--- src/common/cpwmt_pkg.sv ---
package cpwmt_pkg;
	localparam logic [7:0]  A_SC    = 8'h00;
	localparam logic [7:0]  A_CNTH  = 8'h04;
	localparam logic [7:0]  A_CNTL  = 8'h08;
	localparam logic [7:0]  A_MODH  = 8'h0c;
	localparam logic [7:0]  A_MODL  = 8'h10;
	localparam logic [7:0]  A_CH0   = 8'h14;
	localparam logic [7:0]  A_CSTEP = 8'h0c;
	localparam logic [7:0]  A_CSC   = 8'h00;
	localparam logic [7:0]  A_CVH   = 8'h04;
	localparam logic [7:0]  A_CVL   = 8'h08;
	localparam int          B_FLAG  = 7;
	localparam int          B_IE    = 6;
	localparam int          B_CPWM  = 5;
	localparam int          B_CLKS  = 3;
	localparam int          B_MS    = 4;
	localparam int          B_ELS   = 2;
	localparam logic [15:0] MOD_RST = 16'h0000;
	localparam logic [15:0] CNT_MAX = 16'hffff;
	localparam int          NCH_DEF = 2;

	function automatic logic [7:0] ch_addr(input int n, input logic [7:0] k);
		return 8'(int'(A_CH0) + n * int'(A_CSTEP) + int'(k));
	endfunction
endpackage

--- src/common/cpwmt_ch_if.sv ---
interface cpwmt_ch_if;
	logic [15:0] cnt;
	logic        up;
	logic        cpwm;
	logic        tick;
	logic        ovf;
	logic        wr_sc;
	logic        wr_vh;
	logic        wr_vl;
	logic        rd_sc;
	logic [7:0]  wdata;
	logic [7:0]  sc;
	logic [7:0]  vh;
	logic [7:0]  vl;
	logic        irq;
	modport timer (output cnt, up, cpwm, tick, ovf, wr_sc, wr_vh, wr_vl, rd_sc, wdata,
		input sc, vh, vl, irq);
	modport chan (input cnt, up, cpwm, tick, ovf, wr_sc, wr_vh, wr_vl, rd_sc, wdata,
		output sc, vh, vl, irq);
endinterface

--- src/hw/cpwmt_chan.sv ---
module cpwmt_chan (
	input  wire logic  pclk,
	input  wire logic  presetn,
	cpwmt_ch_if.chan   c,
	input  wire logic  pin_in,
	output logic       pin_out,
	output logic       pin_oe
);
	typedef struct packed {
		logic        flag;
		logic        arm;
		logic        ie;
		logic [1:0]  ms;
		logic [1:0]  els;
		logic [15:0] val;
		logic [15:0] buff;
		logic        ghi;
		logic        glo;
		logic        pend;
		logic        lvl;
		logic        pin;
		logic        s1;
		logic        s2;
		logic        d;
	} cpwmt_ch_s;

	cpwmt_ch_s s;
	cpwmt_ch_s next_s;
	logic      valid;
	logic      match;
	logic      pwm;
	logic      ev;

	always_comb begin
		next_s = s;
		next_s.s1 = pin_in;
		next_s.s2 = s.s1;
		next_s.d = s.s2;
		valid = (s.val != 16'h0000) && !s.val[15];
		match = c.tick && (c.cnt == s.val);
		pwm = c.cpwm || s.ms[1];
		ev = 1'b0;
		if (c.cpwm) begin
			if (!valid) begin
				next_s.lvl = 1'b0;
			end else if (match) begin
				next_s.lvl = !c.up;
				ev = 1'b1;
			end else if (c.tick && c.cnt == 16'h0000) begin
				next_s.lvl = 1'b1;
			end
		end else begin
			case (s.ms)
				2'b00: begin
					ev = (s.els[0] && s.s2 && !s.d) || (s.els[1] && !s.s2 && s.d);
					if (ev) begin
						next_s.val = c.cnt;
					end
				end
				2'b01: begin
					if (match) begin
						ev = 1'b1;
						case (s.els)
							2'b01: next_s.lvl = !s.lvl;
							2'b10: next_s.lvl = 1'b0;
							2'b11: next_s.lvl = 1'b1;
							default: next_s.lvl = s.lvl;
						endcase
					end
				end
				default: begin
					if (match) begin
						next_s.lvl = 1'b0;
						ev = 1'b1;
					end else if (c.ovf && s.val != 16'h0000) begin
						next_s.lvl = 1'b1;
					end
				end
			endcase
		end
		if (c.wr_vh) begin
			next_s.buff[15:8] = c.wdata;
			next_s.ghi = 1'b1;
		end
		if (c.wr_vl) begin
			next_s.buff[7:0] = c.wdata;
			next_s.glo = 1'b1;
		end
		if (next_s.ghi && next_s.glo) begin
			next_s.pend = 1'b1;
			next_s.ghi = 1'b0;
			next_s.glo = 1'b0;
		end
		if (c.wr_sc) begin
			next_s.ie = c.wdata[cpwmt_pkg::B_IE];
			next_s.ms = c.wdata[cpwmt_pkg::B_MS+:2];
			next_s.els = c.wdata[cpwmt_pkg::B_ELS+:2];
			next_s.ghi = 1'b0;
			next_s.glo = 1'b0;
			next_s.pend = 1'b0;
			if (s.arm && !c.wdata[cpwmt_pkg::B_FLAG]) begin
				next_s.flag = 1'b0;
			end
			next_s.arm = 1'b0;
		end
		if (next_s.pend && (!pwm || c.ovf)) begin
			next_s.val = next_s.buff;
			next_s.pend = 1'b0;
		end
		if (c.rd_sc && s.flag) begin
			next_s.arm = 1'b1;
		end
		if (ev) begin
			next_s.flag = 1'b1;
			next_s.arm = 1'b0;
		end
		next_s.pin = pwm ? (next_s.lvl ^ next_s.els[0]) : next_s.lvl;
	end

	always_ff @(posedge pclk or negedge presetn) begin
		if (!presetn) begin
			s <= '0;
		end else begin
			s <= next_s;
		end
	end

	assign c.sc = {s.flag, s.ie, s.ms, s.els, 2'b00};
	assign c.vh = s.val[15:8];
	assign c.vl = s.val[7:0];
	assign c.irq = s.flag && s.ie;
	assign pin_out = s.pin;
	assign pin_oe = (c.cpwm || s.ms != 2'b00) && s.els != 2'b00;
endmodule // cpwmt_chan

--- src/hw/cpwmt_timer.sv ---
// The implementer's own choices: the placing of the registers and register access over APB.
module cpwmt_timer #(
	parameter int NCH = cpwmt_pkg::NCH_DEF
) (
	input  wire logic             pclk,
	input  wire logic             presetn,
	input  wire logic             psel,
	input  wire logic             penable,
	input  wire logic             pwrite,
	input  wire logic [7:0]       paddr,
	input  wire logic [31:0]      pwdata,
	output logic      [31:0]      prdata,
	output logic                  pready,
	output logic                  pslverr,
	input  wire logic [NCH-1:0]   chan_in,
	output logic      [NCH-1:0]   chan_out,
	output logic      [NCH-1:0]   chan_oe,
	output logic                  overflow_irq,
	output logic      [NCH-1:0]   chan_irq
);
	typedef struct packed {
		logic [15:0] cnt;
		logic        up;
		logic [15:0] md;
		logic [15:0] mbuf;
		logic        mhi;
		logic        mlo;
		logic        mpend;
		logic        ovf;
		logic        arm;
		logic        ie;
		logic        cpwm;
		logic [1:0]  clks;
		logic [31:0] rdata;
		logic        err;
	} cpwmt_tm_s;

	cpwmt_tm_s        s;
	cpwmt_tm_s        next_s;
	logic             tick;
	logic [15:0]      term;
	logic             mhalf;
	logic             setup;
	logic             acc;
	logic             wr;
	logic             rd;
	logic             wsc;
	logic             wcnt;
	logic             wmh;
	logic             wml;
	logic             ovf_evt;
	logic [7:0]       rbyte;
	logic             hit;
	logic [NCH-1:0]   in_s1;
	logic [NCH-1:0]   in_s2;
	logic [7:0]       ch_sc [NCH];
	logic [7:0]       ch_vh [NCH];
	logic [7:0]       ch_vl [NCH];

	cpwmt_ch_if ch_if [NCH] ();

	always_ff @(posedge pclk or negedge presetn) begin
		if (!presetn) begin
			in_s1 <= '0;
			in_s2 <= '0;
		end else begin
			in_s1 <= chan_in;
			in_s2 <= in_s1;
		end
	end

	genvar g;
	generate
		for (g = 0; g < NCH; g++) begin : g_ch
			assign ch_if[g].cnt = s.cnt;
			assign ch_if[g].up = s.up;
			assign ch_if[g].cpwm = s.cpwm;
			assign ch_if[g].tick = tick;
			assign ch_if[g].ovf = ovf_evt;
			assign ch_if[g].wdata = pwdata[7:0];
			assign ch_if[g].wr_sc = wr && paddr == cpwmt_pkg::ch_addr(g, cpwmt_pkg::A_CSC);
			assign ch_if[g].wr_vh = wr && paddr == cpwmt_pkg::ch_addr(g, cpwmt_pkg::A_CVH);
			assign ch_if[g].wr_vl = wr && paddr == cpwmt_pkg::ch_addr(g, cpwmt_pkg::A_CVL);
			assign ch_if[g].rd_sc = rd && paddr == cpwmt_pkg::ch_addr(g, cpwmt_pkg::A_CSC);
			assign ch_sc[g] = ch_if[g].sc;
			assign ch_vh[g] = ch_if[g].vh;
			assign ch_vl[g] = ch_if[g].vl;
			assign chan_irq[g] = ch_if[g].irq;

			cpwmt_chan u_chan (
				.pclk    (pclk),
				.presetn (presetn),
				.c       (ch_if[g]),
				.pin_in  (in_s2[g]),
				.pin_out (chan_out[g]),
				.pin_oe  (chan_oe[g])
			);
		end
	endgenerate

	always_comb begin
		rbyte = 8'h00;
		hit = 1'b1;
		case (paddr)
			cpwmt_pkg::A_SC: begin
				rbyte = {s.ovf, s.ie, s.cpwm, s.clks, 3'b000};
			end
			cpwmt_pkg::A_CNTH: begin
				rbyte = s.cnt[15:8];
			end
			cpwmt_pkg::A_CNTL: begin
				rbyte = s.cnt[7:0];
			end
			cpwmt_pkg::A_MODH: begin
				rbyte = s.md[15:8];
			end
			cpwmt_pkg::A_MODL: begin
				rbyte = s.md[7:0];
			end
			default: begin
				hit = 1'b0;
			end
		endcase
		for (int i = 0; i < NCH; i++) begin
			if (paddr == cpwmt_pkg::ch_addr(i, cpwmt_pkg::A_CSC)) begin
				rbyte = ch_sc[i];
				hit = 1'b1;
			end
			if (paddr == cpwmt_pkg::ch_addr(i, cpwmt_pkg::A_CVH)) begin
				rbyte = ch_vh[i];
				hit = 1'b1;
			end
			if (paddr == cpwmt_pkg::ch_addr(i, cpwmt_pkg::A_CVL)) begin
				rbyte = ch_vl[i];
				hit = 1'b1;
			end
		end
	end

	always_comb begin
		next_s = s;
		tick = s.clks != 2'b00;
		term = (s.md != 16'h0000) ? s.md : cpwmt_pkg::CNT_MAX;
		mhalf = s.mhi ^ s.mlo;
		setup = psel && !penable;
		acc = psel && penable;
		wr = acc && pwrite;
		rd = acc && !pwrite;
		wsc = wr && paddr == cpwmt_pkg::A_SC;
		wcnt = wr && (paddr == cpwmt_pkg::A_CNTH || paddr == cpwmt_pkg::A_CNTL);
		wmh = wr && paddr == cpwmt_pkg::A_MODH;
		wml = wr && paddr == cpwmt_pkg::A_MODL;
		ovf_evt = 1'b0;
		if (tick) begin
			if (s.cpwm && s.md != 16'h0000) begin
				if (s.up) begin
					if (s.cnt == s.md) begin
						next_s.up = 1'b0;
						next_s.cnt = s.cnt - 16'h0001;
						ovf_evt = 1'b1;
					end else begin
						next_s.cnt = s.cnt + 16'h0001;
					end
				end else begin
					if (s.cnt == 16'h0000) begin
						next_s.up = 1'b1;
						next_s.cnt = 16'h0001;
					end else begin
						next_s.cnt = s.cnt - 16'h0001;
					end
				end
			end else begin
				next_s.up = 1'b1;
				if (s.cnt == term) begin
					next_s.cnt = 16'h0000;
					ovf_evt = 1'b1;
				end else begin
					next_s.cnt = s.cnt + 16'h0001;
				end
			end
		end
		if (wcnt) begin
			next_s.cnt = 16'h0000;
			next_s.up = 1'b1;
		end
		if (wmh) begin
			next_s.mbuf[15:8] = pwdata[7:0];
			next_s.mhi = 1'b1;
		end
		if (wml) begin
			next_s.mbuf[7:0] = pwdata[7:0];
			next_s.mlo = 1'b1;
		end
		if (next_s.mhi && next_s.mlo) begin
			next_s.mpend = 1'b1;
			next_s.mhi = 1'b0;
			next_s.mlo = 1'b0;
		end
		if (wsc) begin
			next_s.ie = pwdata[cpwmt_pkg::B_IE];
			next_s.cpwm = pwdata[cpwmt_pkg::B_CPWM];
			next_s.clks = pwdata[cpwmt_pkg::B_CLKS+:2];
			next_s.mhi = 1'b0;
			next_s.mlo = 1'b0;
			next_s.mpend = 1'b0;
			if (s.arm && !pwdata[cpwmt_pkg::B_FLAG]) begin
				next_s.ovf = 1'b0;
			end
			next_s.arm = 1'b0;
		end
		if (next_s.mpend && (!s.cpwm || ovf_evt)) begin
			next_s.md = next_s.mbuf;
			next_s.mpend = 1'b0;
		end
		if (rd && paddr == cpwmt_pkg::A_SC && s.ovf) begin
			next_s.arm = 1'b1;
		end
		if (ovf_evt && !mhalf) begin
			next_s.ovf = 1'b1;
			next_s.arm = 1'b0;
		end
		if (setup) begin
			next_s.rdata = {24'h000000, rbyte};
			next_s.err = !hit;
		end
	end

	always_ff @(posedge pclk or negedge presetn) begin
		if (!presetn) begin
			s <= '0;
			s.up <= 1'b1;
			s.md <= cpwmt_pkg::MOD_RST;
		end else begin
			s <= next_s;
		end
	end

	assign prdata = s.rdata;
	assign pready = 1'b1;
	assign pslverr = acc && s.err;
	assign overflow_irq = s.ovf && s.ie && !mhalf;
endmodule // cpwmt_timer

--- config.mk ---
export PLATFORM = sky130hd
export DESIGN_NAME = cpwmt_timer
export DESIGN_NICKNAME = d
export VERILOG_FILES = /design/src/common/cpwmt_pkg.sv /design/src/common/cpwmt_ch_if.sv /design/src/hw/cpwmt_chan.sv /design/src/hw/cpwmt_timer.sv
export SDC_FILE = /design/constraint.sdc
export NUM_CORES = 1
export LEC_CHECK = 0
export BUFFER_PORTS_ARGS = -buffer_cell sky130_fd_sc_hd__buf_2
export CAP_MARGIN = 20
export CORE_ASPECT_RATIO = 1.75
export CORE_UTILIZATION = 45
export CTS_CLUSTER_DIAMETER = 120
export DETAILED_ROUTE_END_ITERATION = 12
export PLACE_DENSITY_LB_ADDON = 0.3
export SKIP_LAST_GASP = 1
export SYNTH_ARGS = -nofsm -noshare
export SYNTH_HDL_FRONTEND = slang
export SYNTH_SLANG_ARGS = --single-unit
--- constraint.sdc ---
create_clock -name pclk -period 5.7 [get_ports pclk]
set_input_delay 0.57 -clock pclk [delete_from_list [all_inputs] [get_ports pclk]]
set_output_delay 0.57 -clock pclk [all_outputs]
set_load 0.01 [all_outputs]
==> impl_metrics.csv <==
group,metric,value,unit
outcome,outcome,"complete, but fails checks",
outcome,failed_checks,"DRC",
synth,syn-cell-area,9528,um2
global_routing,grt_overflow,0,
setup_path,r2r_start,"ch_if[0].cnt[4]",
synth,yosys.area.top_type_share,0.4307,
detailed_routing,drc,5,
synth,syn_inst,942,
detailed_routing,drt-initial-drc-count,690,
power,leakage,4.635,nW
place,placed_area,9694,um2
detailed_routing,wl,28.03,mm
clocking,clock_latency,0.44,ns
clocking,cts.sinks,165,
power,comb_power_share,0.131,
setup_path,worstPathRequired,6.02,ns
synth,synth_warnings,0,
sta,drv_slew,0,
power,internal_power,2.108,mW
layout,nets,994,
clocking,post_cts_buffers,0,
layout,antenna_cells,0,
place,place_hpwl,19.41,mm
layout,syn_to_final_growth,8.352,%
power,power.switching,0.9105,mW
clocking,hold_buffers,0,
setup_path,cp-end-kind,"register",
synth,synth.largest_area_cell,"dfrtp_1",
power,pwr-share-clk,0.408,
clocking,cts_resized,0,
layout,layout_common_cells,"dfrtp_1 (164), mux2_2 (101), nor2_1 (77)",
place,io_buffer_count,38,
power,switching_share,0.3017,
clocking,cts-root-buf,"clkbuf_16",
synth,ys_ff_latch,165,
sta,worst_slew_pin_slew,1.047,ns
sta,clock_skew,0.009798,ns
layout,multiInputGateArea,4895,um2
layout,drive_gt1_frac,0.2236,
sta,fmax,0.2727,GHz
floorplan,rows,70,
synth,synth-compound-area-share,0.1409,
synth,synthSimpleGateAreaFrac,0.1678,
setup_path,rr_worst_depth,8,
synth,synthDistinctLibCells,85,
global_routing,grt_pass1_wl,43.43,mm
sta,rsz0062_at_grt,"false",
layout,final_common_cell,"dfrtp_1",
floorplan,initial_utilization,0.4571,
global_routing,grt_usage,0.2639,
clocking,cts.reportedPaths.clkPinSlew,0.07,ns
detailed_routing,postRouteAntennaNets,0,
synth,ys_seq_area_frac,0.4335,
synth,synthFlopType,"dfrtp_1",
detailed_routing,vias,7651,
floorplan,io_pins,88,
detailed_routing,dr.pass1.iters,13,
floorplan,die_height,194.5,um
global_routing,grt_start_max_net_pins,112,
global_routing,antenna_found_initial,0,
synth,muxShareOfSynthArea,0.1543,
power,ir_worst_vdd,0.2213,mV
clocking,htreeDepth,4,
floorplan,die-area,21780,um2
sta,finalCritPeriodShare,0.6434,
layout,seq_area,4130,um2
clocking,clk_path_buf_depth,2,
synth,synth-async-reset-ratio,1.000,
synth,ys_top_cells_by_area,"dfrtp_1 (43%), mux2_2 (12%), buf_4 (3.2%)",
sta,hold_viol_final,0,
run,cap_violations,0,
global_routing,grt_pass1_vias,7481,
clocking,cts_tree,"done",
sta,tns,0,ns
synth,synth_adder_area_share,0.003940,
floorplan,die_w,112.0,um
sta,setup_viol,0,
place,gp_congestion,0.9430,
setup_path,critPathArrivalTime,3.99,ns
layout,fillers,1912,
power,seq_power_share,0.461,
power,power_density,292.3,nW/um2
sta,max-slew-margin-rel,0.2923,
detailed_routing,vias_per_cell,6.328,
clocking,cts_buffers,17,
setup_path,crit_start,"ch_if[0].cnt[4]",
synth,synth_xor_area_frac,0.03585,
power,finalPower,3.018,mW
detailed_routing,wl_per_cell,23.18,um
setup_path,path_max_fanout,16,
floorplan,core,20850,um2
synth,syn_avg_cell_area,10.11,um2
synth,synth-edff-count,0,
setup_path,worstSetupPathType,"reg2reg",
synth,synth_top_family_by_area,"simple AND/OR/NAND/NOR gates",
layout,final_cell_area,10320,um2
setup_path,startpoint_type,"register",
hold_path,hold_class,"in2async",
sta,final.min_clock_period,3.667,ns
-- metrics by stage --
step | worst slack, ns | utilization | cells | hold slack (ns)
2_1_floorplan | 2.990 | - | 965 | 0.2744
3_3_place_gp | 2.051 | 0.4651 | 1175 | 0.3319
3_5_place_dp | 2.116 | 0.4651 | 1175 | 0.3356
4_1_cts | 2.088 | 0.4947 | 1207 | 0.2237
5_1_grt | 1.887 | 0.4953 | 1209 | 0.2331
6_report | 2.033 | 0.4953 | 1209 | 0.2215
-- path summary, 6_finish.rpt --
check                                    to  slack [ns]
min in group pclk                  in_s1[1]        0.23
setup reg to reg                      s[69]        2.03
hold reg to reg                    in_s2[1]        0.35
setup / recovery                      s[69]        2.03
hold / removal                     in_s2[1]        0.22
max in group asynchronous  ch_if[0].cnt[14]        4.18
-- Yosys cell counts, drive strengths merged (14+ instances only) --
master / instances
dfrtp: 164
mux2: 111
nor2: 79
nand2: 77
buf: 60
o21ai: 45
clkbuf: 34
xor2: 30
nor4: 26
a22oi: 23
mux2i: 22
a21oi: 19
nand3: 19
nor2b: 17
nor3: 17
inv: 14
nand2b: 14
-- logic make-up after synthesis --
logic type               after synthesis
AO/OA/AOI/OAI                        181
XOR/XNOR                              39
adder cells (fa/ha/maj)                3
buffers and inverters                108
flip-flops                           165
multiplexers                         133
other                                  2
AND/OR/NAND/NOR                      311
-- power by group through the flow --
| stage | combinational (mW) | sequential (mW) | clock, mW |
|---|---|---|---|
| 5_1_grt | 0.437 | 1.40 | 1.29 |
| 6_report | 0.394 | 1.39 | 1.23 |
| 3_3_place_gp | 0.381 | 1.40 | 0 |
| 2_1_floorplan | 0.349 | 1.30 | 0 |
| 4_1_cts | 0.390 | 1.38 | 1.25 |
| 3_5_place_dp | 0.387 | 1.40 | 0 |
-- registers in the layout, indices dropped and copies added (netlist names), 2 cells and up --
| signal | count |
|---|---|
| g_ch.u_chan.s | 44 |
| s | 41 |
| ch_if.cnt | 16 |
| g_ch.u_chan.c.vh | 16 |
| g_ch.u_chan.c.vl | 16 |
| g_ch.u_chan.c.sc | 12 |
| prdata | 8 |
| g_ch.u_chan.next_s | 4 |
| g_ch.u_chan.pin_out | 2 |
| in_s1 | 2 |
| in_s2 | 2 |
-- layer usage --
layer	vias up	GRT usage	routed length (um)
li1	3390	-	-
met1	3807	0.3235	11090
met2	343	0.4295	13610
met3	111	0.03524	1536
met4	0	0.1822	1789
met5	-	0	0
-- layout make-up --
cell class | instances | share of cell area
Multi-Input combinational cell | 692 | 0.4741
Sequential cell | 165 | 0.4001
Clock buffer | 18 | 0.04157
Tap cell | 252 | 0.03054
Timing Repair Buffer | 54 | 0.03042
Clock inverter | 14 | 0.01818
Inverter | 14 | 0.005090
-- worst max-delay path: stages (launching register included) --
cell	delay, ns
dfrtp_1	0.86
nand4_1	0.40
or3_1	0.45
a21boi_0	0.17
o2111ai_1	0.23
nor2_2	0.24
o21ai_2	0.23
a21o_1	0.51
mux2_1	0.43
(Power assumes the default switching activity.)
